--- config.mk ---
export PLATFORM = sky130hd
export DESIGN_NAME = mrs_top
export DESIGN_NICKNAME = d
export VERILOG_FILES = /design/src/core/mrs_pkg.sv /design/src/core/mrs_cfg_if.sv /design/src/core/mrs_debounce.sv /design/src/core/mrs_wb_regs.sv /design/src/core/mrs_top.sv
export SDC_FILE = /design/constraint.sdc
export NUM_CORES = 1
export LEC_CHECK = 0
export CORE_MARGIN = 3
export CORE_UTILIZATION = 53
export DETAILED_ROUTE_END_ITERATION = 10
export DONT_BUFFER_PORTS = 1
export PLACE_DENSITY = 0.65
export RECOVER_POWER = 100
export SYNTH_ARGS = -nofsm -noshare
export SYNTH_HDL_FRONTEND = slang
export SYNTH_SLANG_ARGS = --single-unit
--- constraint.sdc ---
create_clock -name i_ref_clk -period 2.8 [get_ports i_ref_clk]
set_clock_uncertainty 0.2 [all_clocks]
set_input_delay 0.56 -clock i_ref_clk [delete_from_list [all_inputs] [get_ports i_ref_clk]]
set_output_delay 0.56 -clock i_ref_clk [all_outputs]
set_load 0.1 [all_outputs]
--- src/core/mrs_pkg.sv ---
// shared constants and types of the run/stop command logic
package mrs_pkg;
  localparam int          CLK_MHZ     = 125;
  localparam int          DEB_TIME_US = 10000;
  localparam int          DEB_CYCLES  = DEB_TIME_US * CLK_MHZ;

  localparam logic [7:0]  REG_CFG     = 8'h00;
  localparam logic [7:0]  REG_JOG     = 8'h04;
  localparam logic [7:0]  REG_REF     = 8'h08;
  localparam logic [7:0]  REG_STAT    = 8'h0C;

  localparam logic [3:0]  CFG_RESET   = 4'h1;
  localparam logic [15:0] JOG_RESET   = 16'h000F;
  localparam logic [3:0]  REF_RESET   = 4'h1;

  localparam logic [3:0]  CFG_EN_FR   = 4'h1;
  localparam logic [3:0]  CFG_3W_FR   = 4'h2;
  localparam logic [3:0]  CFG_EN_RR   = 4'h3;
  localparam logic [3:0]  CFG_3W_RR   = 4'h4;
  localparam logic [3:0]  CFG_RUNJOG  = 4'h5;
  localparam logic [3:0]  CFG_2W_FR   = 4'h6;
  localparam logic [3:0]  CFG_2W_RR   = 4'h7;
  localparam logic [3:0]  CFG_KEY     = 4'h8;
  localparam logic [3:0]  CFG_KEY_EN  = 4'h9;
  localparam logic [3:0]  CFG_KEY_JOG = 4'hA;

  localparam int          ST_B_RUN    = 0;
  localparam int          ST_B_JOG    = 1;
  localparam int          ST_B_REV    = 2;
  localparam int          ST_B_DECEL  = 3;
  localparam int          ST_B_COAST  = 4;
  localparam int          ST_B_LATCH  = 5;
  localparam int          ST_B_EN     = 6;

  typedef enum logic [4:0] {
    ST_IDLE  = 5'h01,
    ST_RUN   = 5'h02,
    ST_TURN  = 5'h04,
    ST_JOG   = 5'h08,
    ST_COAST = 5'h10
  } mrs_state_t;
endpackage

--- src/core/mrs_cfg_if.sv ---
// settings and status between register slave and command core
interface mrs_cfg_if;
  logic [3:0]  cfg_sel;
  logic [15:0] jog_freq;
  logic [3:0]  ref_src;
  logic [7:0]  status;
  modport regs (output cfg_sel, output jog_freq, output ref_src, input status);
  modport core (input cfg_sel, input jog_freq, input ref_src, output status);
endinterface

--- src/core/mrs_debounce.sv ---
// two-flop synchroniser and per-bit debounce filter
module mrs_debounce import mrs_pkg::*; #(
  parameter int W   = 6,
  parameter int CNT = DEB_CYCLES
) (
  input  wire logic         i_ref_clk,
  input  wire logic         i_resetn,
  input  wire logic [W-1:0] i_raw,
  output logic      [W-1:0] o_clean
);
  localparam int CW = $clog2(CNT + 1);
  localparam logic [CW-1:0] LAST = CW'(CNT - 1);

  typedef struct packed {
    logic [W-1:0]          s1;
    logic [W-1:0]          s2;
    logic [W-1:0]          stable;
    logic [W-1:0][CW-1:0]  cnt;
  } mrs_deb_t;

  mrs_deb_t s_ff, nxt_s;

  always_comb begin
    nxt_s = s_ff;
    nxt_s.s1 = i_raw;
    nxt_s.s2 = s_ff.s1;
    for (int i = 0; i < W; i++) begin
      if (s_ff.s2[i] == s_ff.stable[i]) begin
        nxt_s.cnt[i] = '0;
      end else if (s_ff.cnt[i] == LAST) begin
        nxt_s.stable[i] = s_ff.s2[i];
        nxt_s.cnt[i] = '0;
      end else begin
        nxt_s.cnt[i] = s_ff.cnt[i] + CW'(1);
      end
    end
  end

  always_ff @(posedge i_ref_clk or negedge i_resetn) begin
    if (!i_resetn) begin
      s_ff <= '0;
    end else begin
      s_ff <= nxt_s;
    end
  end

  assign o_clean = s_ff.stable;
endmodule

--- src/core/mrs_wb_regs.sv ---
// classic wishbone slave holding the drive settings
module mrs_wb_regs import mrs_pkg::*; (
  input  wire logic        i_ref_clk,
  input  wire logic        i_resetn,
  input  wire logic        i_wb_cyc,
  input  wire logic        i_wb_stb,
  input  wire logic        i_wb_we,
  input  wire logic [7:0]  i_wb_adr,
  input  wire logic [3:0]  i_wb_sel,
  input  wire logic [31:0] i_wb_dat,
  output logic      [31:0] o_wb_dat,
  output logic             o_wb_ack,
  mrs_cfg_if.regs          cfg
);
  typedef struct packed {
    logic [3:0]  cfg;
    logic [15:0] jog;
    logic [3:0]  ref_src;
    logic [31:0] dat;
    logic        ack;
  } mrs_regs_t;

  mrs_regs_t s_ff, nxt_s;
  logic      req;

  always_comb begin
    nxt_s = s_ff;
    req = i_wb_cyc & i_wb_stb & ~s_ff.ack;
    nxt_s.ack = req;
    nxt_s.dat = '0;
    if (req && i_wb_we) begin
      // out-of-range selections are dropped so the core never sees one
      if (i_wb_adr == REG_CFG) begin
        if (i_wb_sel[0] && i_wb_dat[3:0] >= CFG_EN_FR && i_wb_dat[3:0] <= CFG_KEY_JOG) begin
          nxt_s.cfg = i_wb_dat[3:0];
        end
      end else if (i_wb_adr == REG_JOG) begin
        if (i_wb_sel[0]) nxt_s.jog[7:0] = i_wb_dat[7:0];
        if (i_wb_sel[1]) nxt_s.jog[15:8] = i_wb_dat[15:8];
      end else if (i_wb_adr == REG_REF) begin
        if (i_wb_sel[0]) nxt_s.ref_src = i_wb_dat[3:0];
      end
    end else if (req) begin
      if (i_wb_adr == REG_CFG) begin
        nxt_s.dat = {28'h0000000, s_ff.cfg};
      end else if (i_wb_adr == REG_JOG) begin
        nxt_s.dat = {16'h0000, s_ff.jog};
      end else if (i_wb_adr == REG_REF) begin
        nxt_s.dat = {28'h0000000, s_ff.ref_src};
      end else if (i_wb_adr == REG_STAT) begin
        nxt_s.dat = {24'h000000, cfg.status};
      end
    end
  end

  always_ff @(posedge i_ref_clk or negedge i_resetn) begin
    if (!i_resetn) begin
      s_ff <= '{cfg: CFG_RESET, jog: JOG_RESET, ref_src: REF_RESET,
                dat: 32'h00000000, ack: 1'b0};
    end else begin
      s_ff <= nxt_s;
    end
  end

  assign o_wb_dat     = s_ff.dat;
  assign o_wb_ack     = s_ff.ack;
  assign cfg.cfg_sel  = s_ff.cfg;
  assign cfg.jog_freq = s_ff.jog;
  assign cfg.ref_src  = s_ff.ref_src;
endmodule

--- src/core/mrs_top.sv ---
// run/stop command decoder for terminals and keypad
module mrs_top import mrs_pkg::*; #(
  parameter int DEB_CNT = DEB_CYCLES
) (
  input  wire logic        i_ref_clk,
  input  wire logic        i_resetn,
  input  wire logic        i_wb_cyc,
  input  wire logic        i_wb_stb,
  input  wire logic        i_wb_we,
  input  wire logic [7:0]  i_wb_adr,
  input  wire logic [3:0]  i_wb_sel,
  input  wire logic [31:0] i_wb_dat,
  output logic      [31:0] o_wb_dat,
  output logic             o_wb_ack,
  input  wire logic        i_din2,
  input  wire logic        i_din3,
  input  wire logic        i_din4,
  input  wire logic        i_key_up,
  input  wire logic        i_key_down,
  input  wire logic        i_key_stop,
  input  wire logic        i_ref_negative,
  input  wire logic        i_at_zero_hz,
  output logic             o_run_req,
  output logic             o_jog_req,
  output logic             o_reverse,
  output logic             o_decel_zero,
  output logic             o_coast,
  output logic      [15:0] o_jog_freq,
  output logic      [3:0]  o_ref_src_sel
);
  typedef struct packed {
    mrs_state_t st;
    logic       rev;
    logic       latch;
    logic       latch_rev;
    logic       combo_q;
    logic       stop_q;
    logic [3:0] cfg_q;
    logic       run;
    logic       jog;
    logic       decel;
    logic       coast;
  } mrs_core_t;

  localparam mrs_core_t CORE_RESET = '{
    st: ST_IDLE, rev: 1'b0, latch: 1'b0, latch_rev: 1'b0,
    combo_q: 1'b0, stop_q: 1'b0, cfg_q: CFG_RESET,
    run: 1'b0, jog: 1'b0, decel: 1'b0, coast: 1'b0
  };

  mrs_cfg_if  cfg ();
  mrs_core_t  s_ff, nxt_s;
  logic [5:0] clean;

  logic       en2;
  logic       in3;
  logic       in4;
  logic       k_up;
  logic       k_dn;
  logic       k_stop;
  logic       combo;
  logic       combo_p;
  logic       stop_p;
  logic       cmd_run;
  logic       cmd_rev;
  logic       cmd_jog;
  logic       clash;
  logic       drop_en;

  mrs_debounce #(
    .W   (6),
    .CNT (DEB_CNT)
  ) u_deb (
    .i_ref_clk (i_ref_clk),
    .i_resetn  (i_resetn),
    .i_raw     ({i_key_stop, i_key_down, i_key_up, i_din4, i_din3, i_din2}),
    .o_clean   (clean)
  );

  mrs_wb_regs u_regs (
    .i_ref_clk (i_ref_clk),
    .i_resetn  (i_resetn),
    .i_wb_cyc  (i_wb_cyc),
    .i_wb_stb  (i_wb_stb),
    .i_wb_we   (i_wb_we),
    .i_wb_adr  (i_wb_adr),
    .i_wb_sel  (i_wb_sel),
    .i_wb_dat  (i_wb_dat),
    .o_wb_dat  (o_wb_dat),
    .o_wb_ack  (o_wb_ack),
    .cfg       (cfg)
  );

  assign en2    = clean[0];
  assign in3    = clean[1];
  assign in4    = clean[2];
  assign k_up   = clean[3];
  assign k_dn   = clean[4];
  assign k_stop = clean[5];
  assign combo  = k_up & k_dn;

  // command decode per configuration
  always_comb begin
    nxt_s = s_ff;
    nxt_s.combo_q = combo;
    nxt_s.stop_q = k_stop;
    nxt_s.cfg_q = cfg.cfg_sel;
    combo_p = combo & ~s_ff.combo_q;
    stop_p = k_stop & ~s_ff.stop_q;
    cmd_run = 1'b0;
    cmd_rev = 1'b0;
    cmd_jog = 1'b0;
    clash = 1'b0;
    drop_en = 1'b0;
    case (cfg.cfg_sel)
      CFG_EN_FR: begin
        cmd_run = en2 & (in3 ^ in4);
        cmd_rev = in4;
        clash = en2 & in3 & in4;
      end
      CFG_3W_FR: begin
        if (!en2) begin
          nxt_s.latch = 1'b0;
        end else if (in3 && !in4) begin
          nxt_s.latch = 1'b1;
          nxt_s.latch_rev = 1'b0;
        end else if (in4 && !in3) begin
          nxt_s.latch = 1'b1;
          nxt_s.latch_rev = 1'b1;
        end
        cmd_run = s_ff.latch & en2;
        cmd_rev = s_ff.latch_rev;
      end
      CFG_EN_RR: begin
        cmd_run = en2 & in3;
        cmd_rev = in4;
      end
      CFG_3W_RR, CFG_RUNJOG: begin
        if (!en2) begin
          nxt_s.latch = 1'b0;
        end else if (in3) begin
          nxt_s.latch = 1'b1;
        end
        cmd_run = s_ff.latch & en2;
        if (cfg.cfg_sel == CFG_3W_RR) begin
          cmd_rev = in4;
        end else begin
          cmd_rev = i_ref_negative;
          cmd_jog = in4 & ~cmd_run;
        end
      end
      CFG_2W_FR: begin
        cmd_run = in3 ^ in4;
        cmd_rev = in4;
        clash = in3 & in4;
      end
      CFG_2W_RR: begin
        cmd_run = in3;
        cmd_rev = in4;
      end
      CFG_KEY: begin
        // stop wins when pressed in the same cycle as the combo
        if (stop_p) begin
          nxt_s.latch = 1'b0;
        end else if (combo_p) begin
          nxt_s.latch = 1'b1;
        end
        cmd_run = s_ff.latch;
      end
      CFG_KEY_EN: begin
        if (!en2) begin
          nxt_s.latch = 1'b0;
          drop_en = s_ff.latch;
        end else if (stop_p) begin
          nxt_s.latch = 1'b0;
        end else if (combo_p) begin
          nxt_s.latch = 1'b1;
        end
        cmd_run = s_ff.latch & en2;
      end
      CFG_KEY_JOG: begin
        cmd_jog = combo;
      end
      default: begin
        cmd_run = 1'b0;
      end
    endcase

    // a new configuration never inherits a latched run
    if (cfg.cfg_sel != s_ff.cfg_q) begin
      nxt_s.latch = 1'b0;
    end

    case (s_ff.st)
      ST_IDLE: begin
        if (cmd_jog) begin
          nxt_s.st = ST_JOG;
          nxt_s.rev = 1'b0;
        end else if (cmd_run && !clash) begin
          nxt_s.st = ST_RUN;
          nxt_s.rev = cmd_rev;
        end
      end
      ST_RUN: begin
        if (drop_en) begin
          nxt_s.st = ST_COAST;
        end else if (!cmd_run || clash) begin
          nxt_s.st = ST_IDLE;
        end else if (cmd_rev != s_ff.rev) begin
          nxt_s.st = ST_TURN;
        end
      end
      ST_TURN: begin
        if (drop_en) begin
          nxt_s.st = ST_COAST;
        end else if (!cmd_run || clash) begin
          nxt_s.st = ST_IDLE;
        end else if (cmd_rev == s_ff.rev) begin
          nxt_s.st = ST_RUN;
        end else if (i_at_zero_hz) begin
          nxt_s.st = ST_RUN;
          nxt_s.rev = cmd_rev;
        end
      end
      ST_JOG: begin
        if (!cmd_jog) begin
          nxt_s.st = ST_IDLE;
        end
      end
      ST_COAST: begin
        // the output stays off until the motor has spun down
        if (i_at_zero_hz) begin
          nxt_s.st = ST_IDLE;
        end
      end
      default: begin
        nxt_s.st = ST_IDLE;
      end
    endcase

    nxt_s.run = (nxt_s.st == ST_RUN) | (nxt_s.st == ST_TURN);
    nxt_s.jog = nxt_s.st == ST_JOG;
    nxt_s.decel = (nxt_s.st == ST_TURN) | clash;
    nxt_s.coast = nxt_s.st == ST_COAST;
  end

  always_ff @(posedge i_ref_clk or negedge i_resetn) begin
    if (!i_resetn) begin
      s_ff <= CORE_RESET;
    end else begin
      s_ff <= nxt_s;
    end
  end

  always_comb begin
    cfg.status = 8'h00;
    cfg.status[ST_B_RUN] = s_ff.run;
    cfg.status[ST_B_JOG] = s_ff.jog;
    cfg.status[ST_B_REV] = s_ff.rev;
    cfg.status[ST_B_DECEL] = s_ff.decel;
    cfg.status[ST_B_COAST] = s_ff.coast;
    cfg.status[ST_B_LATCH] = s_ff.latch;
    cfg.status[ST_B_EN] = en2;
  end

  assign o_run_req     = s_ff.run;
  assign o_jog_req     = s_ff.jog;
  assign o_reverse     = s_ff.rev;
  assign o_decel_zero  = s_ff.decel;
  assign o_coast       = s_ff.coast;
  assign o_jog_freq    = cfg.jog_freq;
  assign o_ref_src_sel = cfg.ref_src;
endmodule

=== Word level (Yosys, flattened, before mapping) ===
Cells that the tools add are included.

* Latch bits: 0
* ROM bits: 0
* Bits in writable memories: 0
* Register bits: 219
* Word-level logic and storage cells: 192
* Memories kept: 0

* Muxes and demuxes: 52
* Bitwise gates (word level): 26
* Divide/modulo/power cells: 0
* Multipliers: 0
* Reductions and logical operators: 31
* Eq/ne operators: 44
* Add/subtract/negate cells: 6
* Magnitude comparators: 2
* Shift operators: 0

{| class="wikitable"
|+ Operator list
! kind !! count
|-
| two-way mux 21 bit || 12
|-
| two-way mux 32 bit || 5
|-
| adder 21 x 1 -> 21 bit, second input constant || 6
|-
| equality test 21 bit, second input constant || 6
|-
| two-way mux 5 bit || 8
|-
| case mux 5 bit (5 select lines) || 1
|-
| two-way mux 6 bit || 3
|-
| equality test 4 x 3 -> 1 bit, second input constant || 4
|-
| equality test 8 x 4 -> 1 bit, second input constant || 2
|-
| two-way mux 1 bit || 14
|-
| equality test 4 bit, second input constant || 3
|-
| NOT 1 bit || 12
|-
| AND reduction 2 bit || 6
|-
| bitwise AND 1 bit || 11
|-
| equality test 5 x 2 -> 1 bit, second input constant || 2
|-
| equality test 5 x 3 -> 1 bit, second input constant || 2
|-
| equality test 5 x 4 -> 1 bit, second input constant || 2
|-
| equality test 5 bit, second input constant || 2
|-
| AND reduction 3 bit || 3
|-
| equality test 4 x 2 -> 1 bit, second input constant || 2
|-
| equality test 8 x 3 -> 1 bit, second input constant || 1
|-
| logical NOT 8 bit || 1
|-
| != test 2 bit, second input constant || 4
|-
| AND reduction 4 bit || 2
|-
| other kinds (27) || 47
|}

=== Longest topological paths before layout ===
Gate-level depths: netlist of run 1.

* Word-level depth: 10
* Depth in mapped cells: 7
* Gate-level depth less buffers: 6

=== Modules after synthesis ===
A second synthesis of run 1 with hierarchy kept.

* Cell total of the unflattened synthesis: 1,000
* Area total of the unflattened synthesis: 10,179.8 µm²

{| class="wikitable"
|+ By module, submodules not included
! module !! times used !! cells an instance !! area an instance (µm²)
|-
| mrs_debounce || 1 || 712 || 7,008.0
|-
| mrs_wb_regs || 1 || 143 || 1,860.5
|-
| mrs_top || 1 || 145 || 1,311.3
|}

=== Least setup slack after synthesis of run 1 ===
OpenSTA, ideal clock, no wires.

* Path type: register to register
* From: register u_regs.s_ff, in the netlist u_regs.o_wb_ack
* To: register u_regs.s_ff, in the netlist u_regs.cfg.jog_freq[4]
* Clock period less this slack: 2.402 ns
* Slack: 0.398 ns
* Cell stages (with the launch flop): 7
* Buffers on the path: 1
* Arrival: 2.077 ns
* Cells stage by stage: dfrtp_1 > nand3b_1 > inv_1 > nand3_2 > or3_1 > buf_6 > mux2_4

{| class="wikitable"
|+ RTL lines
! what !! line !! source
|-
| from (decl) || mrs_wb_regs.sv:23 || <nowiki>mrs_regs_t s_ff, nxt_s;</nowiki>
|-
| from (signal assigned) || mrs_wb_regs.sv:58 || <nowiki>s_ff <= '{cfg: CFG_RESET, jog: JOG_RESET, ref_src: REF_RESET,</nowiki>
|-
| from (signal assigned) || mrs_wb_regs.sv:61 || <nowiki>s_ff <= nxt_s;</nowiki>
|}

==> metrics, run 1 <==
Finished Layout Cells 1211; cts hold-fix bufs 19; port buffer count 0; switching share of total power 21.5%; fin crit share 90.6%; total wire length 18.4 mm; CP Max Fanout 4; Worst Hold Class input pin to asynchronous set/reset pin; top post-synthesis cells by area dfrtp_1, xnor2_1, nor2_1, xor2_1, dfstp_2; Worst-Margin Slew 1.16 ns; Rel. slew slack 22.7%; Worst Path Arrival 2.72 ns; Mapped Avg Cell Area 10.4 um2; Unique masters post-synth 61; gate count of the mapped netlist 932; dpl cell area 0.00994 mm2; CTS tree built; post-route ant nets 0; final hold vios 203; CP Launch Type register; CTS root buf clkbuf_16; status finished, violations left; largest net degree at the start of global routing 204; # resized after CTS 0; min Tclk post-route 2.54 ns; Max-Cap Viols 0; number of synthesized flops with an enable pin 0; Initial Util 55.0%; Max Slew Vio Count 0; antenna violations before repair 0; internal power 4.91 mW; Fin Hold WS -0.447 ns; static leakage 4.66 nW; Layout fillers 1514; Reg area 0.00509 mm2; IO Count 115; Synth Register Bits 203; Comb pwr share 3.8%; core region area 0.0176 mm2; clk sinks 203; # nets final 1035; Worst-path clk slew 0.06 ns; Area growth, synth to finish 11.2%; vias 6456; layout cells sized above 1 8.11%; Via density 5.33; Cells after DPL 1153; clock share of power 48.1%; number of diodes 0; clock latency on the worst-skew pair 0.50 ns; drt first pass iters 4; critical path class register to register; r2r setup slk 0.26 ns; endpoints failing setup 0; Worst setup EP type register; Die H 141 um; post-synthesis sequential area ratio 52.6%; post-synth top area cell dfrtp_1; Congestion Overflow GR 0; DIE AREA 0.0199 mm2; post-route DRC violation count 0; share of async-settable or async-resettable flops after synthesis 100%; HPWL Detailed 12.0 mm; WL/cell 15.2 um; Net Switching 1.35 mW; Max Clock Freq 394 MHz; Final Cell Area 0.0108 mm2; number of CTS-inserted buffers 22; Warnings, synthesis 0; Critical Path RT 2.98 ns; Die X 141 um; Multi-input gate area 0.00421 mm2; DRT iter0 DRCs 340; setup_tns 0 ns; first-pass GRT wire length 31.0 mm; num rows 48; Netlist Area Pre-Place 0.00968 mm2; Clock Tree Buf Depth 3; Seq pwr share 48.1%; share of the synthesized area in the top cell type 50.4%; pwr dens 582 mW/mm2; Primary FF master, synth dfrtp_1; failing checks negative hold slack; Total GRT Usage 18.5%; RD Place Congestion 0.809; H-tree depth 1; vias in the first global route 6228; RSZ-0062 raised after global routing false; Max VDD drop 0.568 mV
-- synthesized netlist by cell type, types with 3 or more instances --
cell type and number:
dfrtp_1 195, nor2_1 179, xnor2_1 77, xor2_1 49
nand2_1 46, nand3_1 42, inv_1 32, nand4_1 29
nor3_1 24, nor4_1 18, and4_1 17, buf_4 17
mux2_2 16, buf_2 14, and2_1 13, mux2i_1 11
nor2b_1 11, o21ai_0 11, and3_1 9, nor4b_1 9
clkbuf_1 8, dfstp_2 8, mux2_4 8, ha_1 7
nand2b_1 7, a21oi_1 6, or3_1 6, a22o_1 5
a31oi_1 5, o31ai_1 5, or2_2 5, a2111oi_0 4
nand3b_1 3, nand4b_1 3
-- power groups by stage --
stage               clock, mW  sequential (mW)  combinational, mW
finish                   3.01             3.01              0.239
CTS                      3.08             3.01              0.247
global route             3.19             3.02              0.259
detailed placement          0             3.07              0.221
global placement            0             3.06              0.220
floorplan                   0             3.07              0.215
-- stage by stage --
stage	setup slack, ns	power [mW]	utilization (%)
after floorplan	0.398	3.28	-
after global placement	0.410	3.29	56.5
after detailed placement	0.421	3.29	56.5
after CTS	0.548	6.34	61.9
after global routing	0.187	6.46	61.1
final	0.264	6.26	61.1
-- repair_timing --
item / CTS / global route
buffers inserted: 0 / 0
endpoints found under the setup margin: 0 / 0
hold endpoints to repair: 230 / 203
-- final cells by class --
cell class,count,area share (%)
multi-input combinational,671,39.1
timing repair buffer,41,2.75
inverter,32,1.12
clock buffer,32,6.04
sequential,203,47.3
clock inverter,7,1.02
tap,225,2.62
-- kinds of logic after synthesis --
logic type                 Yosys count  share of synthesized area, %
and+or+nand+nor                    435                          23.1
DFF                                203                          52.6
xor gates and xnor gates           126                          11.4
buffers and inverters               73                          3.76
AOI/OAI and AO/OA                   52                          3.94
muxes                               35                          4.24
adders and majority gates            7                         0.905
other                                1                        0.0388
-- layer usage --
metal	part of all wire (%)	wire, um	track usage, %	up-vias
met5	0	0	0	-
met1	48	8810	26.6	3114
met4	2.3	418	5.25	0
met2	47	8590	29.2	82
li1	-	-	-	3229
met3	3.2	591	3.09	31
-- worst paths after layout --
| kind | startpoint | end | depth (start not counted) |
|---|---|---|---|
| max in group asynchronous | i_resetn | s_ff[4]$_DFF_PN1_ | 0 |
| worst max-delay path | u_regs.o_wb_ack$_DFF_PN0_ | u_regs.cfg.ref_src[3]$_DFFE_PN0P_ | 5 |
| min in group i_ref_clk | i_wb_dat[13] | u_regs.cfg.jog_freq[13]$_DFFE_PN0P_ | 1 |
| worst min register to register | u_deb.nxt_s[133]$_DFF_PN0_ | u_deb.s_ff[133]$_DFF_PN0_ | 0 |
| worst min-delay path | i_resetn | u_deb.s_ff[103]$_DFF_PN0_ | 0 |
| worst max register to register | u_regs.o_wb_ack$_DFF_PN0_ | u_regs.cfg.ref_src[3]$_DFFE_PN0P_ | 5 |
-- flip-flops by register name, indices dropped and copies added, names as in the netlist --
| signal | count |
|---|---|
| u_deb.s_ff | 132 |
| o_decel_zero | 1 |
| s_ff | 12 |
| o_coast | 1 |
| cfg.status | 1 |
| u_regs.o_wb_dat | 16 |
| u_regs.o_wb_ack | 1 |
| u_regs.cfg.cfg_sel | 4 |
| u_deb.nxt_s | 6 |
| u_regs.cfg.jog_freq | 16 |
| o_jog_req | 1 |
| o_run_req | 1 |
| u_deb.o_clean | 6 |
| u_regs.cfg.ref_src | 4 |
| o_reverse | 1 |
-- worst max-delay path: stages (launching register included) --
cell      delay (ns)
dfrtp_1         0.37
nand3b_1        0.20
inv_1           0.12
nand3_1         0.15
nor4b_1         0.95
mux2_2          0.42
-- cells in the final DEF, fill, tap and decap left out, drive strengths merged, types with 17 or more instances in the layout --
cell type / Yosys / layout
xor2: 49 / 49
nor3: 24 / 24
nor2: 179 / 179
inv: 32 / 32
mux2: 24 / 24
nand2: 47 / 47
xnor2: 77 / 77
nand4: 30 / 30
and4: 17 / 17
dlygate4sd3: 0 / 19
nor4: 22 / 22
dfrtp: 195 / 195
clkbuf: 9 / 53
nand3: 44 / 44
Power figures use the tool's default switching activity.
==> run 2: changes to the inputs <==
--- a/config.mk
+++ b/config.mk
@@ -5,12 +5,15 @@
 export SDC_FILE = /design/constraint.sdc
 export NUM_CORES = 1
 export LEC_CHECK = 0
+export CELL_PAD_IN_SITES_DETAIL_PLACEMENT = 0
+export CELL_PAD_IN_SITES_GLOBAL_PLACEMENT = 2
 export CORE_MARGIN = 3
-export CORE_UTILIZATION = 53
+export CORE_UTILIZATION = 41
 export DETAILED_ROUTE_END_ITERATION = 10
 export DONT_BUFFER_PORTS = 1
-export PLACE_DENSITY = 0.65
+export PLACE_DENSITY = 0.76
 export RECOVER_POWER = 100
+export SLEW_MARGIN = 20
 export SYNTH_ARGS = -nofsm -noshare
 export SYNTH_HDL_FRONTEND = slang
 export SYNTH_SLANG_ARGS = --single-unit
==> metrics, run 2 (synthesis gave the netlist of run 1 again) <==
status finished, violations left; failing checks negative hold slack; clock latency on the worst-skew pair 0.51 ns (about the same); CP Launch Type register; Clock Tree Buf Depth 3 (unchanged); Initial Util 42.2% (-13 points); worst path bufs/invs 1 (unchanged); Critical Path RT 2.99 ns (about the same); static leakage 4.73 nW (+1.4%); pwr dens 584 mW/mm2 (+0.38%); RSZ-0062 raised after global routing false; # Post-CTS Setup Buffers 0 (unchanged); critical-path cell list nand3b_1 -> inv_1 -> nand3_1 -> nor4b_1 -> mux2_2; # nets final 1044 (+0.87%); crit-path max cell delay 0.89 ns (-0.06 ns); Layout Utilization 48.0% (-13 points); DRT iter0 DRCs 310 (-8.8%); Worst Hold Class input pin to asynchronous set/reset pin; # resized after CTS 0 (unchanged); layout cells sized above 1 8.72% (+0.60 points); WL/cell 15.3 um (+0.50%); number of diodes 0 (unchanged); Max-Cap Viols 0 (unchanged); min Tclk post-route 2.48 ns (-0.0515 ns); CTS root buf clkbuf_16; Area growth, synth to finish 13.7%; clk sinks 203 (unchanged); Max Slew Vio Count 0 (unchanged); critical path class register to register; vias in the first global route 6496 (+4.3%); CP max stage cell nor4b_1; setup_tns 0 ns (unchanged); CTS tree built; Max Clock Freq 403 MHz (+2.1%); H-tree depth 1 (unchanged); post-route DRC violation count 0 (unchanged); cts hold-fix bufs 23 (+4); dpl cell area 0.0101 mm2 (+1.3%); Worst-path clk slew 0.06 ns (about the same); commonest non-fill, non-tap cells in the layout dfrtp_1, nor2_1, xnor2_1; vias 6503 (+0.73%); fin crit share 88.7% (-1.8 points); most common cell after layout, fill and taps aside dfrtp_1; DP Worst Slack 0.432 ns (+0.0114 ns); HPWL Detailed 13.0 mm (+7.7%); Fin Hold WS -0.451 ns (-0.00419 ns); worst reg2reg path depth 5 (unchanged); Congestion Overflow GR 0 (unchanged); Max VDD drop 0.479 mV (-16%); Die H 160 um (+13%); Worst Path Arrival 2.67 ns (-0.05 ns); max FFs per register 132 (unchanged); Rel. slew slack 22.7% (+0.029 points); RD Place Congestion 0.761 (-5.9%); Total GRT Usage 15.7% (-2.8 points); final hold vios 203 (unchanged); num rows 55 (+15%); IO Count 115 (unchanged); Via density 4.96 (-7.0%); drt first pass iters 4 (unchanged); first-pass GRT wire length 33.7 mm (+8.8%); reg2reg start u_regs.o_wb_ack$_DFF_PN0_; Final Cell Area 0.0110 mm2 (+2.2%); Layout fillers 2173 (+44%); Final WS setup 0.316 ns (+0.0515 ns); number of CTS-inserted buffers 24 (+9.1%); endpoints failing setup 0 (unchanged); Most flops, register u_deb.s_ff; Worst-Margin Slew 1.16 ns (-0.000431 ns); total wire length 20.0 mm (+8.8%); delay-heaviest family, CP simple AND/OR/NAND/NOR gates; DIE AREA 0.0255 mm2 (+28%); port buffer count 0 (unchanged); r2r endpoint u_regs.cfg.ref_src[1]$_DFFE_PN0P_; Die X 160 um (+13%); CP Max Fanout 4 (unchanged); core region area 0.0229 mm2 (+30%); post-route ant nets 0 (unchanged); r2r setup slk 0.32 ns (+0.05 ns); largest net degree at the start of global routing 204 (unchanged); antenna violations before repair 0 (unchanged); Worst setup EP type register
==> run 2: changes by cell type in the layout (fill, tap and decap cells not counted), sizes merged <==
| cell | change |
|---|---|
| clkbuf | +4 |
| dlygate4sd3 | +4 |
| buf | +3 |
| clkinvlp | +3 |
| bufinv | -1 |
| clkinv | -1 |
==> run 2: metal layers <==
layer  GRT usage [%]  part of all wire (%)  vias to the layer above
li1                -                     -                     3254
met1            21.6                    47                     3144
met2            26.2                    47                       79
met3            2.70                   3.1                       26
met4            3.54                   2.0                        0
met5               0                     0                        -
==> run 2: report_power, final <==
part	total [mW]	internal (mW)	leakage (nW)	switching (mW)
logic	0.246	0.0668	1.57	0.179
clock network	3.17	1.97	0.398	1.19
registers	3.01	2.97	2.76	0.0416
total	6.43	5.01	4.73	1.41
==> run 2: worst register-to-register path: stages (launching register included) <==
cell and delay [ns]:
dfrtp_1 0.37, nand3b_1 0.20, inv_1 0.12, nand3_1 0.18, nor4b_1 0.89, mux2_2 0.41
==> run 2: how the worst max path moves through the flow <==
stage                                    from  cells after the start                                 end
floorplan           u_regs.o_wb_ack$_DFF_PN0_                      6  u_regs.cfg.jog_freq[4]$_DFFE_PN0P_
global placement                  i_wb_adr[5]                      4  u_regs.cfg.jog_freq[5]$_DFFE_PN0P_
detailed placement                i_wb_adr[5]                      4  u_regs.cfg.jog_freq[6]$_DFFE_PN0P_
CTS                 u_deb.s_ff[105]$_DFF_PN0_                      5           u_deb.s_ff[123]$_DFF_PN0_
global route        u_regs.o_wb_ack$_DFF_PN0_                      5   u_regs.cfg.ref_src[1]$_DFFE_PN0P_
finish              u_regs.o_wb_ack$_DFF_PN0_                      5   u_regs.cfg.ref_src[1]$_DFFE_PN0P_
==> run 2: stage by stage <==
step | total power, mW | hold slack (ns) | cells
final | 6.43 | -0.451 | 1311
after floorplan | 3.28 | 0.0644 | 947
after CTS | 6.53 | -0.468 | 1311
after detailed placement | 3.29 | 0.0728 | 1244
after global routing | 6.70 | -0.480 | 1311
after global placement | 3.29 | 0.0709 | 1244
==> run 2: cell type report <==
cell class                      count  area, um2  area share [%]
Sequential cell                   203       5090            46.3
Multi-Input combinational cell    671       4210            38.3
Clock buffer                       36        727            6.61
Tap cell                          313        392            3.56
Timing Repair Buffer               48        362            3.29
Inverter                           32        120            1.09
Clock inverter                      8       97.6           0.887
